$ cat config.mk
export PLATFORM = sky130hd
export DESIGN_NAME = t1f_framer
export DESIGN_NICKNAME = d
export VERILOG_FILES = /design/src/design/t1f_pkg.sv /design/src/design/t1f_framer.sv
export SDC_FILE = /design/constraint.sdc
export NUM_CORES = 1
export LEC_CHECK = 0
export BUFFER_PORTS_ARGS = -buffer_cell sky130_fd_sc_hd__buf_4
export CORE_UTILIZATION = 55
export CTS_BUF_LIST = sky130_fd_sc_hd__clkbuf_16
export DETAILED_ROUTE_END_ITERATION = 6
export PLACE_DENSITY = 0.76
export SYNTH_ARGS = -nofsm -noshare
export SYNTH_HDL_FRONTEND = slang
export SYNTH_SLANG_ARGS = --single-unit
$ cat constraint.sdc
create_clock -name core_clk -period 4.9 [get_ports core_clk]
set_input_delay 0.49 -clock core_clk [delete_from_list [all_inputs] [get_ports core_clk]]
set_output_delay 0.49 -clock core_clk [all_outputs]
set_load 0.005 [all_outputs]
$ cat src/design/t1f_pkg.sv
// t1 block framer package: offsets, codes, reset values and state types
package t1f_pkg;
    localparam logic [4:0] T1F_OFS_CTRL  = 5'h00;
    localparam logic [4:0] T1F_OFS_TXCMD = 5'h04;
    localparam logic [4:0] T1F_OFS_STAT  = 5'h08;
    localparam logic [4:0] T1F_OFS_IFS   = 5'h0c;
    localparam logic [4:0] T1F_OFS_RXHDR = 5'h10;
    localparam int         T1F_CMD_M     = 8;
    localparam int         T1F_CMD_S     = 9;
    localparam int         T1F_CMD_FN    = 10;
    localparam logic [7:0] T1F_LEN_NONE  = 8'h00;
    localparam logic [7:0] T1F_LEN_ONE   = 8'h01;
    localparam logic [7:0] T1F_LEN_RFU   = 8'hff;
    localparam logic [7:0] T1F_NAD_DEF   = 8'h00;
    localparam logic [7:0] T1F_IFS_RST   = 8'h20;
    localparam logic [3:0] T1F_R_OK      = 4'h0;
    localparam logic [3:0] T1F_R_EDC     = 4'h1;
    localparam logic [3:0] T1F_R_OTHER   = 4'h2;
    localparam logic [4:0] T1F_S_RESYNC  = 5'h00;
    localparam logic [4:0] T1F_S_IFS     = 5'h01;
    localparam logic [4:0] T1F_S_ABORT   = 5'h02;
    localparam logic [4:0] T1F_S_WTX     = 5'h03;
    localparam logic [4:0] T1F_S_VPP     = 5'h04;
    localparam logic [2:0] T1F_PCB_R     = 3'h4;
    localparam logic [1:0] T1F_PCB_S     = 2'h3;

    typedef enum logic [4:0] {
        RX_NAD = 5'h01,
        RX_PCB = 5'h02,
        RX_LEN = 5'h04,
        RX_INF = 5'h08,
        RX_EDC = 5'h10
    } t1f_rx_t;

    typedef enum logic [6:0] {
        TX_IDLE = 7'h01,
        TX_NAD  = 7'h02,
        TX_PCB  = 7'h04,
        TX_LEN  = 7'h08,
        TX_INF  = 7'h10,
        TX_EDC  = 7'h20,
        TX_END  = 7'h40
    } t1f_tx_t;
endpackage

$ cat src/design/t1f_framer.sv
// t1 block framer, card side: block parse, check, build and sequencing
`timescale 1ns/1ps
`default_nettype none
module t1f_framer
    import t1f_pkg::*;
(
    input  wire logic        core_clk,
    input  wire logic        nrst,
    input  wire logic [4:0]  avs_address,
    input  wire logic        avs_read,
    input  wire logic        avs_write,
    input  wire logic [31:0] avs_writedata,
    output logic      [31:0] avs_readdata,
    output logic             avs_waitrequest,
    input  wire logic        rx_valid,
    input  wire logic [7:0]  rx_data,
    input  wire logic        rx_par_err,
    output logic             tx_valid,
    output logic      [7:0]  tx_data,
    input  wire logic        tx_ready,
    input  wire logic        app_tx_valid,
    input  wire logic [7:0]  app_tx_data,
    output logic             app_tx_ready,
    output logic             app_rx_valid,
    output logic      [7:0]  app_rx_data,
    output logic             blk_ok,
    output logic             blk_err,
    output logic             wtx_granted,
    output logic             resync_done
);
    t1f_rx_t     rx_st_q;
    t1f_tx_t     tx_st_q;
    logic [7:0]  rx_nad_q, rx_pcb_q, rx_len_q, rx_cnt_q, rx_lrc_q, rx_sinf_q;
    logic        rx_perr_q;
    logic        ns_q, nr_q, own_q, first_q, spend_q, bad_q, lsi_q;
    logic [4:0]  spend_fn_q;
    logic [7:0]  ifs_q;
    logic        auto_q;
    logic [7:0]  auto_nad_q, auto_pcb_q, auto_len_q, auto_inf_q;
    logic        cmd_q, cmd_s_q, cmd_m_q;
    logic [4:0]  cmd_fn_q;
    logic [7:0]  cmd_byte_q;
    logic [7:0]  tx_nad_q, tx_pcb_q, tx_len_q, tx_inf_q, tx_cnt_q, tx_lrc_q;
    logic        tx_app_q, tx_full_q;
    logic        ack_q;

    // received block decode
    wire        blk_end  = rx_valid & (rx_st_q == RX_EDC);
    wire        lrc_ok   = (rx_lrc_q == rx_data);
    wire        par_bad  = rx_perr_q | rx_par_err;
    wire        is_i     = ~rx_pcb_q[7];
    wire        is_r     = (rx_pcb_q[7:5] == T1F_PCB_R);
    wire        is_s     = (rx_pcb_q[7:6] == T1F_PCB_S);
    wire [4:0]  s_fn     = rx_pcb_q[4:0];
    wire        s_resp   = rx_pcb_q[5];
    wire        s_one    = (s_fn == T1F_S_IFS) | (s_fn == T1F_S_WTX);
    wire        s_glob   = (s_fn == T1F_S_IFS) | (s_fn == T1F_S_RESYNC);
    wire [7:0]  s_len    = s_one ? T1F_LEN_ONE : T1F_LEN_NONE;
    wire        i_ok     = is_i & (rx_pcb_q[4:0] == 5'h00);
    wire        r_code   = (rx_pcb_q[3:0] <= T1F_R_OTHER);
    wire        r_ok     = is_r & r_code & (rx_len_q == T1F_LEN_NONE)
                           & ~first_q;
    wire        s_ok     = is_s & (s_fn <= T1F_S_WTX)
                           & (rx_len_q == s_len);
    wire        nad_lsi  = ~rx_nad_q[7] & ~rx_nad_q[3]
                           & ~(is_s & s_glob & (rx_nad_q != T1F_NAD_DEF));
    wire        nad_ok   = lsi_q ? nad_lsi : (rx_nad_q == T1F_NAD_DEF);
    wire        good     = lrc_ok & ~par_bad & nad_ok
                           & (i_ok | r_ok | s_ok)
                           & (rx_len_q != T1F_LEN_RFU);
    wire [3:0]  bad_code = (~lrc_ok | par_bad) ? T1F_R_EDC : T1F_R_OTHER;

    // sequencing events
    wire        ok_end   = blk_end & good;
    wire        got_i    = ok_end & is_i;
    wire        got_sreq = ok_end & is_s & ~s_resp;
    wire        got_sres = ok_end & is_s & s_resp;
    wire        chained  = got_i & rx_pcb_q[5];
    wire        need_r   = chained | (blk_end & ~good);
    wire        sres_hit = got_sres & spend_q & (s_fn == spend_fn_q);
    wire        do_sync  = got_sreq & (s_fn == T1F_S_RESYNC);
    wire        do_ifs   = got_sreq & (s_fn == T1F_S_IFS);
    wire [7:0]  nad_swap = {1'b0, rx_nad_q[2:0], 1'b0, rx_nad_q[6:4]};
    wire [7:0]  nad_rep  = lsi_q ? nad_swap : T1F_NAD_DEF;
    wire        r_nr     = chained ? ~rx_pcb_q[6] : nr_q;
    wire [3:0]  r_code_o = chained ? T1F_R_OK : bad_code;
    wire [7:0]  r_pcb    = {T1F_PCB_R, r_nr, r_code_o};
    wire [7:0]  sr_pcb   = {T1F_PCB_S, 1'b1, s_fn};
    wire [7:0]  sr_nad   = s_glob ? T1F_NAD_DEF : nad_rep;

    // transmit start selection
    wire        tx_idle  = (tx_st_q == TX_IDLE);
    wire        tx_go    = own_q & tx_idle & (auto_q | cmd_q);
    wire        go_auto  = tx_go & auto_q;
    wire        go_cmd   = tx_go & ~auto_q;
    wire        cmd_one  = (cmd_fn_q == T1F_S_IFS) | (cmd_fn_q == T1F_S_WTX);
    wire        cmd_glob = (cmd_fn_q == T1F_S_IFS) | (cmd_fn_q == T1F_S_RESYNC);
    wire [7:0]  ci_pcb   = {1'b0, ns_q, cmd_m_q, 5'h00};
    wire [7:0]  cs_pcb   = {T1F_PCB_S, 1'b0, cmd_fn_q};
    wire [7:0]  cs_len   = cmd_one ? T1F_LEN_ONE : T1F_LEN_NONE;
    wire [7:0]  cs_nad   = cmd_glob ? T1F_NAD_DEF : nad_rep;
    wire [7:0]  c_pcb    = cmd_s_q ? cs_pcb : ci_pcb;
    wire [7:0]  c_len    = cmd_s_q ? cs_len : cmd_byte_q;
    wire [7:0]  c_nad    = cmd_s_q ? cs_nad : nad_rep;

    // transmit byte stream
    wire        tx_busy  = ~tx_idle & (tx_st_q != TX_END);
    wire        tx_src   = (tx_st_q == TX_INF) & tx_app_q;
    wire        tx_load  = ~tx_full_q & tx_busy & (~tx_src | app_tx_valid);
    wire        tx_done  = (tx_st_q == TX_END) & ~tx_full_q;
    wire [7:0]  tx_infb  = tx_app_q ? app_tx_data : tx_inf_q;
    wire [7:0]  tx_next  = (tx_st_q == TX_NAD) ? tx_nad_q :
                           (tx_st_q == TX_PCB) ? tx_pcb_q :
                           (tx_st_q == TX_LEN) ? tx_len_q :
                           (tx_st_q == TX_INF) ? tx_infb  : tx_lrc_q;
    wire        tx_last  = (tx_cnt_q == tx_len_q - 8'h01);
    assign app_tx_ready = ~tx_full_q & tx_src;
    assign tx_valid     = tx_full_q;

    // register bus decode
    wire        bus_req  = avs_read | avs_write;
    wire        wr_en    = avs_write & ack_q;
    wire        wr_ctrl  = wr_en & (avs_address == T1F_OFS_CTRL);
    wire        wr_ifs   = wr_en & (avs_address == T1F_OFS_IFS);
    wire        wr_cmd   = wr_en & (avs_address == T1F_OFS_TXCMD);
    wire        w_s      = avs_writedata[T1F_CMD_S];
    wire        cmd_take = wr_cmd & ~cmd_q
                           & (w_s | (avs_writedata[7:0] != T1F_LEN_RFU));
    wire [31:0] stat_w   = {23'h0, bad_q, first_q, cmd_q, auto_q, nr_q, ns_q,
                            spend_q, tx_busy, own_q};
    wire [31:0] rd_mux   =
        (avs_address == T1F_OFS_CTRL)  ? {31'h0, lsi_q} :
        (avs_address == T1F_OFS_STAT)  ? stat_w :
        (avs_address == T1F_OFS_IFS)   ? {24'h0, ifs_q} :
        (avs_address == T1F_OFS_RXHDR) ? {8'h0, rx_nad_q, rx_pcb_q, rx_len_q} :
        32'h0;
    assign avs_waitrequest = bus_req & ~ack_q;

    always_ff @(posedge core_clk or negedge nrst) begin
        if (!nrst) begin
            ack_q        <= 1'b0;
            avs_readdata <= 32'h0;
        end else begin
            ack_q <= bus_req & ~ack_q;
            if (bus_req & ~ack_q) begin
                avs_readdata <= rd_mux;
            end
        end
    end

    // receive framing
    always_ff @(posedge core_clk or negedge nrst) begin
        if (!nrst) begin
            rx_st_q   <= RX_NAD;
            rx_nad_q  <= 8'h00;
            rx_pcb_q  <= 8'h00;
            rx_len_q  <= 8'h00;
            rx_cnt_q  <= 8'h00;
            rx_lrc_q  <= 8'h00;
            rx_sinf_q <= 8'h00;
            rx_perr_q <= 1'b0;
        end else if (rx_valid) begin
            rx_lrc_q  <= (rx_st_q == RX_NAD) ? rx_data : rx_lrc_q ^ rx_data;
            rx_perr_q <= (rx_st_q == RX_NAD) ? rx_par_err : par_bad;
            unique case (rx_st_q)
                RX_NAD: begin
                    rx_nad_q <= rx_data;
                    rx_st_q  <= RX_PCB;
                end
                RX_PCB: begin
                    rx_pcb_q <= rx_data;
                    rx_st_q  <= RX_LEN;
                end
                RX_LEN: begin
                    rx_len_q <= rx_data;
                    rx_cnt_q <= 8'h00;
                    rx_st_q  <= (rx_data == T1F_LEN_NONE) ? RX_EDC : RX_INF;
                end
                RX_INF: begin
                    if (rx_cnt_q == 8'h00) begin
                        rx_sinf_q <= rx_data;
                    end
                    rx_cnt_q <= rx_cnt_q + 8'h01;
                    if (rx_cnt_q == rx_len_q - 8'h01) begin
                        rx_st_q <= RX_EDC;
                    end
                end
                RX_EDC: rx_st_q <= RX_NAD;
                default: rx_st_q <= RX_NAD;
            endcase
        end
    end

    // sequence counters, turn and supervisory state
    always_ff @(posedge core_clk or negedge nrst) begin
        if (!nrst) begin
            ns_q       <= 1'b0;
            nr_q       <= 1'b0;
            own_q      <= 1'b0;
            first_q    <= 1'b1;
            bad_q      <= 1'b0;
            spend_q    <= 1'b0;
            spend_fn_q <= 5'h00;
        end else begin
            if (do_sync) begin
                ns_q <= 1'b0;
                nr_q <= 1'b0;
            end else begin
                if (go_cmd & ~cmd_s_q) begin
                    ns_q <= ~ns_q;
                end
                if (got_i) begin
                    nr_q <= ~rx_pcb_q[6];
                end
            end
            if (blk_end) begin
                own_q   <= 1'b1;
                first_q <= 1'b0;
                bad_q   <= ~good;
            end else if (tx_done) begin
                own_q <= 1'b0;
            end
            if (go_cmd & cmd_s_q) begin
                spend_q    <= 1'b1;
                spend_fn_q <= cmd_fn_q;
            end else if (sres_hit) begin
                spend_q <= 1'b0;
            end
        end
    end

    // automatic replies: R acknowledge or S response
    always_ff @(posedge core_clk or negedge nrst) begin
        if (!nrst) begin
            auto_q     <= 1'b0;
            auto_nad_q <= 8'h00;
            auto_pcb_q <= 8'h00;
            auto_len_q <= 8'h00;
            auto_inf_q <= 8'h00;
        end else if (need_r) begin
            auto_q     <= 1'b1;
            auto_nad_q <= nad_rep;
            auto_pcb_q <= r_pcb;
            auto_len_q <= T1F_LEN_NONE;
        end else if (got_sreq) begin
            auto_q     <= 1'b1;
            auto_nad_q <= sr_nad;
            auto_pcb_q <= sr_pcb;
            auto_len_q <= rx_len_q;
            auto_inf_q <= rx_sinf_q;
        end else if (go_auto) begin
            auto_q <= 1'b0;
        end
    end

    // software command, control and IFS registers
    always_ff @(posedge core_clk or negedge nrst) begin
        if (!nrst) begin
            cmd_q      <= 1'b0;
            cmd_s_q    <= 1'b0;
            cmd_m_q    <= 1'b0;
            cmd_fn_q   <= 5'h00;
            cmd_byte_q <= 8'h00;
            lsi_q      <= 1'b0;
            ifs_q      <= T1F_IFS_RST;
        end else begin
            if (cmd_take) begin
                cmd_q      <= 1'b1;
                cmd_s_q    <= w_s;
                cmd_m_q    <= avs_writedata[T1F_CMD_M];
                cmd_fn_q   <= avs_writedata[T1F_CMD_FN +: 5];
                cmd_byte_q <= avs_writedata[7:0];
            end else if (go_cmd) begin
                cmd_q <= 1'b0;
            end
            if (wr_ctrl) begin
                lsi_q <= avs_writedata[0];
            end
            if (do_ifs) begin
                ifs_q <= rx_sinf_q;
            end else if (wr_ifs) begin
                ifs_q <= avs_writedata[7:0];
            end
        end
    end

    // block builder
    always_ff @(posedge core_clk or negedge nrst) begin
        if (!nrst) begin
            tx_st_q   <= TX_IDLE;
            tx_nad_q  <= 8'h00;
            tx_pcb_q  <= 8'h00;
            tx_len_q  <= 8'h00;
            tx_inf_q  <= 8'h00;
            tx_cnt_q  <= 8'h00;
            tx_lrc_q  <= 8'h00;
            tx_app_q  <= 1'b0;
            tx_full_q <= 1'b0;
            tx_data   <= 8'h00;
        end else if (tx_go) begin
            tx_st_q  <= TX_NAD;
            tx_nad_q <= auto_q ? auto_nad_q : c_nad;
            tx_pcb_q <= auto_q ? auto_pcb_q : c_pcb;
            tx_len_q <= auto_q ? auto_len_q : c_len;
            tx_inf_q <= auto_q ? auto_inf_q : cmd_byte_q;
            tx_app_q <= ~auto_q & ~cmd_s_q;
            tx_cnt_q <= 8'h00;
        end else if (tx_load) begin
            tx_data   <= tx_next;
            tx_full_q <= 1'b1;
            tx_lrc_q  <= (tx_st_q == TX_NAD) ? tx_next : tx_lrc_q ^ tx_next;
            unique case (tx_st_q)
                TX_NAD: tx_st_q <= TX_PCB;
                TX_PCB: tx_st_q <= TX_LEN;
                TX_LEN: tx_st_q <= (tx_len_q == T1F_LEN_NONE) ? TX_EDC : TX_INF;
                TX_INF: begin
                    tx_cnt_q <= tx_cnt_q + 8'h01;
                    if (tx_last) begin
                        tx_st_q <= TX_EDC;
                    end
                end
                TX_EDC: tx_st_q <= TX_END;
                default: tx_st_q <= TX_IDLE;
            endcase
        end else if (tx_full_q & tx_ready) begin
            tx_full_q <= 1'b0;
        end else if (tx_done) begin
            tx_st_q <= TX_IDLE;
        end
    end

    // user side strobes
    always_ff @(posedge core_clk or negedge nrst) begin
        if (!nrst) begin
            app_rx_valid <= 1'b0;
            app_rx_data  <= 8'h00;
            blk_ok       <= 1'b0;
            blk_err      <= 1'b0;
            wtx_granted  <= 1'b0;
            resync_done  <= 1'b0;
        end else begin
            app_rx_valid <= rx_valid & (rx_st_q == RX_INF) & is_i;
            app_rx_data  <= rx_data;
            blk_ok       <= ok_end;
            blk_err      <= blk_end & ~good;
            wtx_granted  <= sres_hit & (s_fn == T1F_S_WTX);
            resync_done  <= do_sync;
        end
    end
endmodule
`default_nettype wire

======== After elaboration in Yosys (flattened, before gate mapping) ========
Cells that the tools add are included.
word-level totals
  logic and storage cells ................. 267
  register bits after elaboration ......... 234
  output and inout bits ................... 56
  input bits .............................. 61
operators by class
  equality and inequality tests ........... 33
  reduce and logical (&&, ||, !) cells .... 33
  bitwise operators ....................... 85
  magnitude comparators ................... 2
  multiplexer cells ....................... 65
  $add $sub $neg .......................... 4
operators with widths
  kind                                                                   count
  8-bit 2-to-1 mux                                                       24
  24-bit 2-to-1 mux                                                      4
  7-bit 2-to-1 mux                                                       9
  1-bit AND                                                              50
  8-bit logical NOT                                                      5
  7-bit case mux with 5 select lines                                     1
  8-bit equality test                                                    3
  2-bit nonzero test                                                     11
  1-bit 2-to-1 mux                                                       20
  1-bit NOT                                                              20
  5-bit case mux with 4 select lines                                     1
  2-bit AND reduction                                                    9
  8-bit by 1-bit adder with 8-bit output, second input constant          2
  8-bit inequality test, second input constant                           2
  8-bit case mux with 2 select lines                                     1
  8-bit by 1-bit subtractor with 8-bit output, second input constant     2
  8-bit XOR                                                              2
  5-bit by 1-bit equality test with 1-bit output, second input constant  3
  5-bit by 2-bit equality test with 1-bit output, second input constant  3
  5-bit by 4-bit equality test with 1-bit output, second input constant  3
  5-bit logical NOT                                                      3
  1-bit bitwise OR                                                       13
  5-bit by 3-bit equality test with 1-bit output, second input constant  2
  5-bit equality test, second input constant                             2
  other kinds (23)                                                       27

======== Logic depth before layout (Yosys ltp) ========
Gate-level depths: netlist of run 1.
  depth after elaboration ................. 17
  gate-level depth with buffers ........... 10
  gate-level depth less buffers ........... 8

======== Worst setup path after synthesis of run 1 ========
No wires, ideal clock.
  path kind ............................... reg-to-reg
  from .................................... register rx_len_q[0]
  to ...................................... register rx_st_q[4]
  clock period less this slack ............ 2556 ps
  required time ........................... 4775 ps
  data arrival time ....................... 2431 ps
  cell stages (with the launch flop) ...... 10
  slack ................................... 2344 ps
  cells stage by stage .................... dfrtp_1 > clkbuf_1 > inv_1 > ha_1 > xor2_1 > a211oi_1 > a21oi_1 > o32a_1 > o41ai_1 > mux2_2
on the way
  word-level cells in the longest chain between the ends .. 4
RTL lines
  what                                         RTL line           RTL
  start: declaration                           t1f_framer.sv:33   logic [7:0] rx_nad_q, rx_pcb_q, rx_len_q, rx_cnt_q, rx_lrc_q, rx_sinf_q;
  start signal: assignment                     t1f_framer.sv:175  rx_len_q <= rx_data;
  8-bit by 1-bit subtractor with 8-bit output  t1f_framer.sv:184  if (rx_cnt_q == rx_len_q - 8'h01) begin
  8-bit equality test                          t1f_framer.sv:184
  2-bit inequality test (no line)              n/a
  2-bit AND reduction (no line)                n/a
  end signal: assignment                       t1f_framer.sv:177  rx_st_q <= (rx_data == T1F_LEN_NONE) ? RX_EDC : RX_INF;
  end: declaration                             t1f_framer.sv:31   t1f_rx_t rx_st_q;
Every way passes these cells.
A chain may end at the register's enable or synchronous reset.

======== Worst setup path after layout of run 1 ========
  from .................................... register rx_len_q[2]
  to ...................................... register ifs_q[3]
on the way
  word-level cells in the longest chain between the ends .. 12
  elaborated cells between the ends (all ways) .. 16
  classes of those cells .................. 2 x eq/ne; 1 x mux; 11 x bitwise; 2 x reduce/logical
RTL lines
  what                                                           RTL line           RTL
  8-bit logical NOT                                              t1f_framer.sv:61   wire r_ok = is_r & r_code & (rx_len_q == T1F_LEN_NONE)
  1-bit AND                                                      t1f_framer.sv:61
  1-bit AND                                                      t1f_framer.sv:62   & ~first_q;
  1-bit bitwise OR (2 in a row)                                  t1f_framer.sv:69   & (i_ok | r_ok | s_ok)
  1-bit AND                                                      t1f_framer.sv:69
  1-bit AND *                                                    t1f_framer.sv:70   & (rx_len_q != T1F_LEN_RFU);
  1-bit AND *                                                    t1f_framer.sv:74   wire ok_end = blk_end & good;
  1-bit AND * (2 in a row)                                       t1f_framer.sv:76   wire got_sreq = ok_end & is_s & ~s_resp;
  1-bit AND *                                                    t1f_framer.sv:82   wire do_ifs = got_sreq & (s_fn == T1F_S_IFS);
  8-bit 2-to-1 mux / 2-bit nonzero test (equally long branches)  n/a
  end signal: assignment                                         t1f_framer.sv:280  ifs_q <= rx_sinf_q;
  end signal: assignment                                         t1f_framer.sv:282  ifs_q <= avs_writedata[7:0];
  end: declaration                                               t1f_framer.sv:37   logic [7:0] ifs_q;
Mark *: on every way between the ends. The rest lies on a longest branch, timed or not.

==> impl_metrics.ini, run 1 <==
[outcome]
outcome = finished, final reports clean

[placed_design]
place_area_um2 = 11400
post-dp-hpwl_mm = 18.4
gp_congestion = 0.904
dp.cells = 1269
port_buffers = 91

[clocking]
h-tree-depth = 1
postCtsSetupBuffers = 0
ctsLongestPathBuffers = 3
cts_made_buffers = 24
clk_latency_ps = 530
cts.reportedPaths.clkPinSlew_ps = 60
clock_sinks = 221
tritoncts = yes
cts_repair_resize_count = 0
hold_buffers = 0
cts_root_buf = clkbuf_16

[finish]
layout_commonest_cell = dfrtp_1
top_register = avs_readdata
final_nets = 1129
drive_above_1_share = 0.209
finalInstanceArea_um2 = 12200
final_cell_mix = dfrtp_1 (217), nand2_1 (114), buf_4 (96)
largest_reg_flops = 24
fillCellCount = 1468
final-seq-area_um2 = 5540
num_antenna_cells = 0
area_growth_pct = 14.9
multiInputGateArea_um2 = 4590
post_layout_nonfiller_instances = 1313

[pwr]
netSwitchingFraction = 0.341
pwr-share-comb = 0.270
ir_worst_vdd_mv = 0.330
internal_power_w = 0.00423
p_leak_nw = 5.83
p_sw_w = 0.00219
sequentialPowerShare = 0.441
p_clk_frac = 0.289
power_density_nw_per_um2 = 527

[routing]
first_iter_violations = 596
drc = 0
viasPerCell = 6.15
first_pass_iters = 5
vias = 8076
wirelength_mm = 26.3
final_antenna_net_count = 0
wl_per_cell_um = 20.0

[floorplan]
die_area_um2 = 19800
io_pins = 117
rows = 50
start_util = 0.564
dieWidth_um = 141
core_area_um2 = 18800
fp.dieH_um = 141

[sta]
slew_headroom = 0.282
tightest_slew_ps = 1080
finClkSkew_ps = 23.7
period_minus_slack_ps = 3270
setup_tns_ps = 0
hold_viol = 0
maxSlewViolCount = 0
fmax_mhz = 305
fin_crit_sh = 0.668
rsz0062_at_grt = no
setup_violations = 0

[worst_hold_path]
min_path_type = primary input to asynchronous set/reset pin

[global_route]
grt_pass1_wl_mm = 42.5
grt_max_degree = 112
antenna_found_initial = 0
grt_usage = 0.272
overflow = 0
grt_pass1_vias = 7806

[setup_path]
startpoint = rx_len_q[2]
end_kind = flop
worstPathRequired_ps = 5300
crit_path_max_fanout = 13
crit_type = flop to flop
crit_end = ifs_q[3]
r2r-start = rx_len_q[2]
cp_data_arrival_time_ps = 3680
regToRegSetupSlack_ps = 1630
start_kind = flop
r2r_end = ifs_q[3]
worst-r2r-cell-count = 6

[logic_synthesis]
syn_avg_cell_area_um2 = 10.6
synth_async_sr_flop_share = 1.00
synth_flop_cell = dfrtp_1
ys_ff_latch = 221
ys.warnings.count = 0
synth_area_um2 = 10600
ys_types = 74
ys_seq_area_frac = 0.523
synth_cells = 997
synth_edf_count = 0

[run]
maxCapViolCount = 0
==> worst min path at each step <==
stage                           from               end  slack, ps  cells past startpoint
floorplan                       nrst             ack_q        190                      0
global placement       auto_pcb_q[7]     auto_pcb_q[7]        450                      1
detailed placement  avs_readdata[23]  avs_readdata[23]        460                      2
CTS                             nrst       tx_cnt_q[1]         70                      1
global route                    nrst          tx_app_q        100                      1
finish                          nrst       tx_cnt_q[6]         10                      1
==> cells in the mapped netlist (5+ instances only) <==
cell | number | share of area
nand4_1 | 13 | 0.0077
nand2b_1 | 8 | 0.0047
mux2_1 | 8 | 0.0085
o22a_1 | 6 | 0.0050
a31oi_1 | 16 | 0.0095
a222oi_1 | 26 | 0.025
a211oi_1 | 7 | 0.0050
xor2_1 | 26 | 0.022
mux2_2 | 70 | 0.074
nand2_1 | 114 | 0.040
a41oi_1 | 5 | 0.0041
o21ai_0 | 32 | 0.015
inv_1 | 48 | 0.017
dfrtp_1 | 217 | 0.51
buf_2 | 6 | 0.0028
mux2i_1 | 18 | 0.017
buf_4 | 9 | 0.0064
xnor2_1 | 19 | 0.016
nor4_1 | 17 | 0.010
and2_1 | 20 | 0.012
and3_1 | 10 | 0.0059
nand3_1 | 31 | 0.015
or4_1 | 7 | 0.0050
nor3_1 | 15 | 0.0071
nor2_1 | 62 | 0.022
a21oi_1 | 17 | 0.0080
a22oi_1 | 19 | 0.013
ha_1 | 7 | 0.0083
nor2b_1 | 7 | 0.0041
clkbuf_1 | 47 | 0.017
==> power groups by stage <==
stage | logic [W] | clock network, W | registers [W]
after detailed placement | 0.00172 | 0 | 0.00284
after CTS | 0.00174 | 0.00187 | 0.00281
after floorplan | 0.00140 | 0 | 0.00259
after global routing | 0.00194 | 0.00194 | 0.00288
after global placement | 0.00167 | 0 | 0.00283
final | 0.00173 | 0.00185 | 0.00283
==> kinds of logic after synthesis <==
group	synth area share
fa+ha+maj	0.00827
mux	0.100
other cells	0.000354
simple gates	0.153
compound gates	0.132
flops	0.523
xor+xnor	0.0372
buf+inv	0.0462
==> through the flow <==
stage / total power (W) / setup WS [ps] / utilization / hold slack, ps
finish: 0.00641 / 1630 / 0.648 / 12.2
floorplan: 0.00399 / 2340 / - / 194
global placement: 0.00450 / 1650 / 0.605 / 455
global route: 0.00676 / 1420 / 0.648 / 101
detailed placement: 0.00457 / 1640 / 0.605 / 457
CTS: 0.00643 / 1610 / 0.648 / 71.5
==> routing by layer <==
layer,vias to the layer above,global-route usage,routed length (um)
met5,-,0,0
met4,0,0.0830,762
met3,50,0.0319,1520
met2,271,0.462,12800
met1,4044,0.367,11100
li1,3711,-,-
==> critical path: stages (launching register included) <==
cell and delay (ps):
dfrtp_1 450, or4_1 610, nor3_1 210, o21ai_1 200, a2111oi_4 1020, nand3_4 260
mux2_1 390
==> cell type report <==
cell class | instances | share of cell area
Sequential cell | 221 | 0.455
Multi-Input combinational cell | 668 | 0.377
Timing Repair Buffer | 98 | 0.0621
Clock buffer | 24 | 0.0494
Tap cell | 234 | 0.0241
Clock inverter | 20 | 0.0174
Inverter | 48 | 0.0148
(Power assumes the default switching activity.)
==> inputs of run 2 (changes only) <==
==> constraint.sdc (replaced) <==
create_clock -name core_clk -period 3.25 [get_ports core_clk]
set_input_delay 0.325 -clock core_clk [delete_from_list [all_inputs] [get_ports core_clk]]
set_output_delay 0.325 -clock core_clk [all_outputs]
set_load 0.005 [all_outputs]
==> impl_metrics.ini, run 2 (same netlist as run 1, synthesis figures left out) <==
[outcome]
outcome = finished, final reports clean

[sta]
rsz0062_at_grt = no
finClkSkew_ps = 18.3
fmax_mhz = 353
fin_crit_sh = 0.870
maxSlewViolCount = 0
slew_headroom = 0.466
setup_tns_ps = 0
period_minus_slack_ps = 2830
setup_violations = 0
holdWs_ps = 16.4
tightest_slew_ps = 798
hold_viol = 0

[floorplan]
io_pins = 117
rows = 50
fp.dieH_um = 141
dieWidth_um = 141
die_area_um2 = 19800
start_util = 0.564
core_area_um2 = 18800

[clocking]
clock_sinks = 221
cts_root_buf = clkbuf_16
postCtsSetupBuffers = 0
h-tree-depth = 1
ctsLongestPathBuffers = 3
clk_latency_ps = 530
tritoncts = yes
cts_made_buffers = 24
cts.reportedPaths.clkPinSlew_ps = 60

[global_route]
overflow = 0
antenna_found_initial = 0
grt_usage = 0.283
grt_pass1_vias = 8038
grt_pass1_wl_mm = 43.9
grt_max_degree = 84

[routing]
final_antenna_net_count = 0
wl_per_cell_um = 20.2
viasPerCell = 6.15
first_iter_violations = 755
wirelength_mm = 27.0
drc = 0
first_pass_iters = 6
vias = 8195

[finish]
top_register = avs_readdata
num_antenna_cells = 0
finalInstanceArea_um2 = 12300
final_nets = 1150
drive_above_1_share = 0.219
final_cell_mix = dfrtp_1 (217), buf_4 (116), nand2_1 (114)
largest_reg_flops = 24
area_growth_pct = 16.0
layout_commonest_cell = dfrtp_1
fin_util = 0.654

[worst_hold_path]
min_delay_path_depth = 1
min_path_type = primary input to flop

[setup_path]
crit_type = flop to output port
worst-r2r-cell-count = 6
crit_path_max_fanout = 10
cp_slowest_cell = nor4_1
cp_data_arrival_time_ps = 2500
end_kind = output port
crit_buf_inv = 2
crit_cells = 5
cpPeakStageDelay_ps = 570
path_delay_family = simple AND/OR/NAND/NOR gates
crit_top_cell = buf_4
start_kind = flop
worstPathRequired_ps = 2920
crit_chain = buf_4 -> nor4_1 -> nand3_1 -> nor3b_1 -> buf_4

[placed_design]
post-dp-hpwl_mm = 19.1
gp_congestion = 0.942
place_area_um2 = 11500
port_buffers = 91

[pwr]
ir_worst_vdd_mv = 0.373
power_density_nw_per_um2 = 783
p_leak_nw = 5.90

[run]
maxCapViolCount = 0
==> run 2: layout make-up <==
class / count / area [um2]
well taps: 234 / 293
clock inverters: 18 / 166
flip-flops and latches: 221 / 5540
clock buffers: 24 / 601
repair buffers: 119 / 916
multi-input cells: 668 / 4590
inverters: 48 / 180
fillers: 1481 / 6480
==> run 2: what timing repair did <==
item / 4_1_cts / 5_1_grt
endpoints found under the hold margin: 77 / 0
hold buffers: 1 / 0
resized for setup: 0 / 0
==> run 2: metal layers <==
| layer | wire [um] | track usage |
|---|---|---|
| met5 | 0 | 0 |
| met4 | 1090 | 0.113 |
| met3 | 1470 | 0.0394 |
| met2 | 13000 | 0.465 |
| met1 | 11400 | 0.381 |
==> run 2: path summary, 6_finish.rpt <==
| path | startpoint | end | slack, ps |
|---|---|---|---|
| min in group asynchronous | nrst | tx_cnt_q[3] | 360 |
| max reg2reg | rx_len_q[2] | auto_inf_q[3] | 450 |
| max in group asynchronous | nrst | ifs_q[5] | 1970 |
| min | rx_data[6] | app_rx_data[6] | 20 |
| max | tx_st_q[1] | app_tx_ready | 420 |
| min reg2reg | auto_pcb_q[7] | auto_pcb_q[7] | 470 |
==> run 2: power breakdown <==
| part | switching (W) | internal [W] |
|---|---|---|
| combinational | 0.00139 | 0.00131 |
| sequential | 0.000814 | 0.00343 |
| clock | 0.00110 | 0.00158 |
==> run 2: per-stage QoR <==
stage	cells	total power (W)	setup WS, ps
5_1_grt	1332	0.0101	254
6_report	1332	0.00962	421
2_1_floorplan	1004	0.00601	694
4_1_cts	1332	0.00962	437
3_5_place_dp	1289	0.00694	520
3_3_place_gp	1289	0.00683	523
==> inputs of run 3 (changes only) <==
--- a/config.mk
+++ b/config.mk
@@ -6,10 +6,10 @@
 export NUM_CORES = 1
 export LEC_CHECK = 0
 export BUFFER_PORTS_ARGS = -buffer_cell sky130_fd_sc_hd__buf_4
-export CORE_UTILIZATION = 55
+export CORE_UTILIZATION = 59
 export CTS_BUF_LIST = sky130_fd_sc_hd__clkbuf_16
 export DETAILED_ROUTE_END_ITERATION = 6
-export PLACE_DENSITY = 0.76
+export PLACE_DENSITY_LB_ADDON = 0.15
 export SYNTH_ARGS = -nofsm -noshare
 export SYNTH_HDL_FRONTEND = slang
 export SYNTH_SLANG_ARGS = --single-unit
==> impl_metrics.ini, run 3 (same netlist as run 1, synthesis figures left out) <==
[floorplan]
start_util = 0.608
die_area_um2 = 18500
io_pins = 117
dieWidth_um = 136
core_area_um2 = 17400
rows = 48
fp.dieH_um = 136

[finish]
post_layout_nonfiller_instances = 1322
top_register = avs_readdata
finalInstanceArea_um2 = 12200
area_growth_pct = 15.5
layout_commonest_cell = dfrtp_1
num_antenna_cells = 0
fillCellCount = 1335
drive_above_1_share = 0.218
largest_reg_flops = 24
final_cell_mix = dfrtp_1 (217), nand2_1 (114), buf_4 (113)
final_nets = 1148

[global_route]
antenna_found_initial = 0
grt_pass1_vias = 8073
met1_usage = 0.401
busiest_layer = met2
grt_max_degree = 83
gr-usage-met2 = 0.513
use_met3 = 0.0343
grt_pass1_wl_mm = 43.5
overflow = 0
grt_usage = 0.304

[setup_path]
worstPathRequired_ps = 2920
path_delay_family = simple AND/OR/NAND/NOR gates
end_kind = output port
crit_chain = nor4_1 -> nand3_1 -> nor3b_1 -> buf_4
crit_buf_inv = 1
start_kind = flop
cpPeakStageDelay_ps = 690
r2r-start = tx_st_q[2]
crit_type = flop to output port
regToRegSetupSlack_ps = 520
crit_cells = 4
cp_data_arrival_time_ps = 2650
worst-r2r-cell-count = 6
r2r_end = ns_q
cp_slowest_cell = nor4_1
startpoint = tx_st_q[1]
crit_path_max_fanout = 11
crit_end = app_tx_ready

[clocking]
tritoncts = yes
cts.reportedPaths.clkPinSlew_ps = 60
ctsLongestPathBuffers = 3
clk_latency_ps = 520
cts_made_buffers = 24
h-tree-depth = 1
clock_sinks = 221
cts_root_buf = clkbuf_16

[placed_design]
dp.cells = 1278
post-dp-hpwl_mm = 18.9
gp_congestion = 0.937
place_area_um2 = 11500
port_buffers = 91

[sta]
finClkSkew_ps = 12.1
fin_crit_sh = 0.915
rsz0062_at_grt = no
setup_violations = 0
period_minus_slack_ps = 2970
hold_viol = 0
fmax_mhz = 336
maxSlewViolCount = 0
setup_tns_ps = 0
tightest_slew_ps = 777
slew_headroom = 0.482
holdWs_ps = 4.10

[pwr]
ir_worst_vdd_mv = 0.597
power_density_nw_per_um2 = 779
p_leak_nw = 5.88
p_total_w = 0.00952

[outcome]
outcome = finished, final reports clean

[routing]
first_iter_violations = 650
wl_per_cell_um = 20.2
vias = 8154
final_antenna_net_count = 0
viasPerCell = 6.17
wirelength_mm = 26.7
drc = 0
first_pass_iters = 6

[worst_hold_path]
min_path_type = primary input to flop

[run]
maxCapViolCount = 0
-- run 3: metrics by stage --
stage / util / setup slack [ps]
5_1_grt: 0.702 / 211
3_5_place_dp: 0.660 / 549
4_1_cts: 0.702 / 318
3_3_place_gp: 0.660 / 570
2_1_floorplan: - / 694
6_report: 0.702 / 278
-- run 3: power by group --
part | internal (W) | switching [W] | total, W | leakage, nW
Clock | 0.00146 | 0.00108 | 0.00254 | 0.374
Sequential | 0.00343 | 0.000777 | 0.00421 | 2.87
Combinational | 0.00134 | 0.00144 | 0.00278 | 2.64
-- run 3: cell type report --
type	instances	area, um2	area share
Clock inverter	18	104	0.00849
Multi-Input combinational cell	668	4590	0.375
Inverter	48	180	0.0147
Timing Repair Buffer	117	913	0.0747
Tap cell	225	282	0.0230
Sequential cell	221	5540	0.453
Clock buffer	25	626	0.0511
-- run 3: timing repair --
action | CTS | global route
resized for setup | 0 | 0
endpoints found under the hold margin | 78 | 0
setup buffers | 0 | 0
hold buffers | 1 | 0
-- run 3: worst min path at each step --
stage,depth (start not counted),slack (ps),from,to
finish,1,4,rx_data[7],app_rx_data[7]
global route,1,8,rx_data[7],app_rx_data[7]
CTS,1,3,rx_data[7],app_rx_data[7]
detailed placement,1,380,nrst,tx_cnt_q[5]
global placement,1,360,nrst,tx_cnt_q[2]
floorplan,0,30,nrst,ack_q
-- run 3: metal layers --
| metal | up-vias | wire length (um) |
|---|---|---|
| li1 | 3751 | - |
| met3 | 62 | 1260 |
| met1 | 4089 | 11200 |
| met5 | - | 0 |
| met2 | 252 | 13300 |
| met4 | 0 | 1010 |
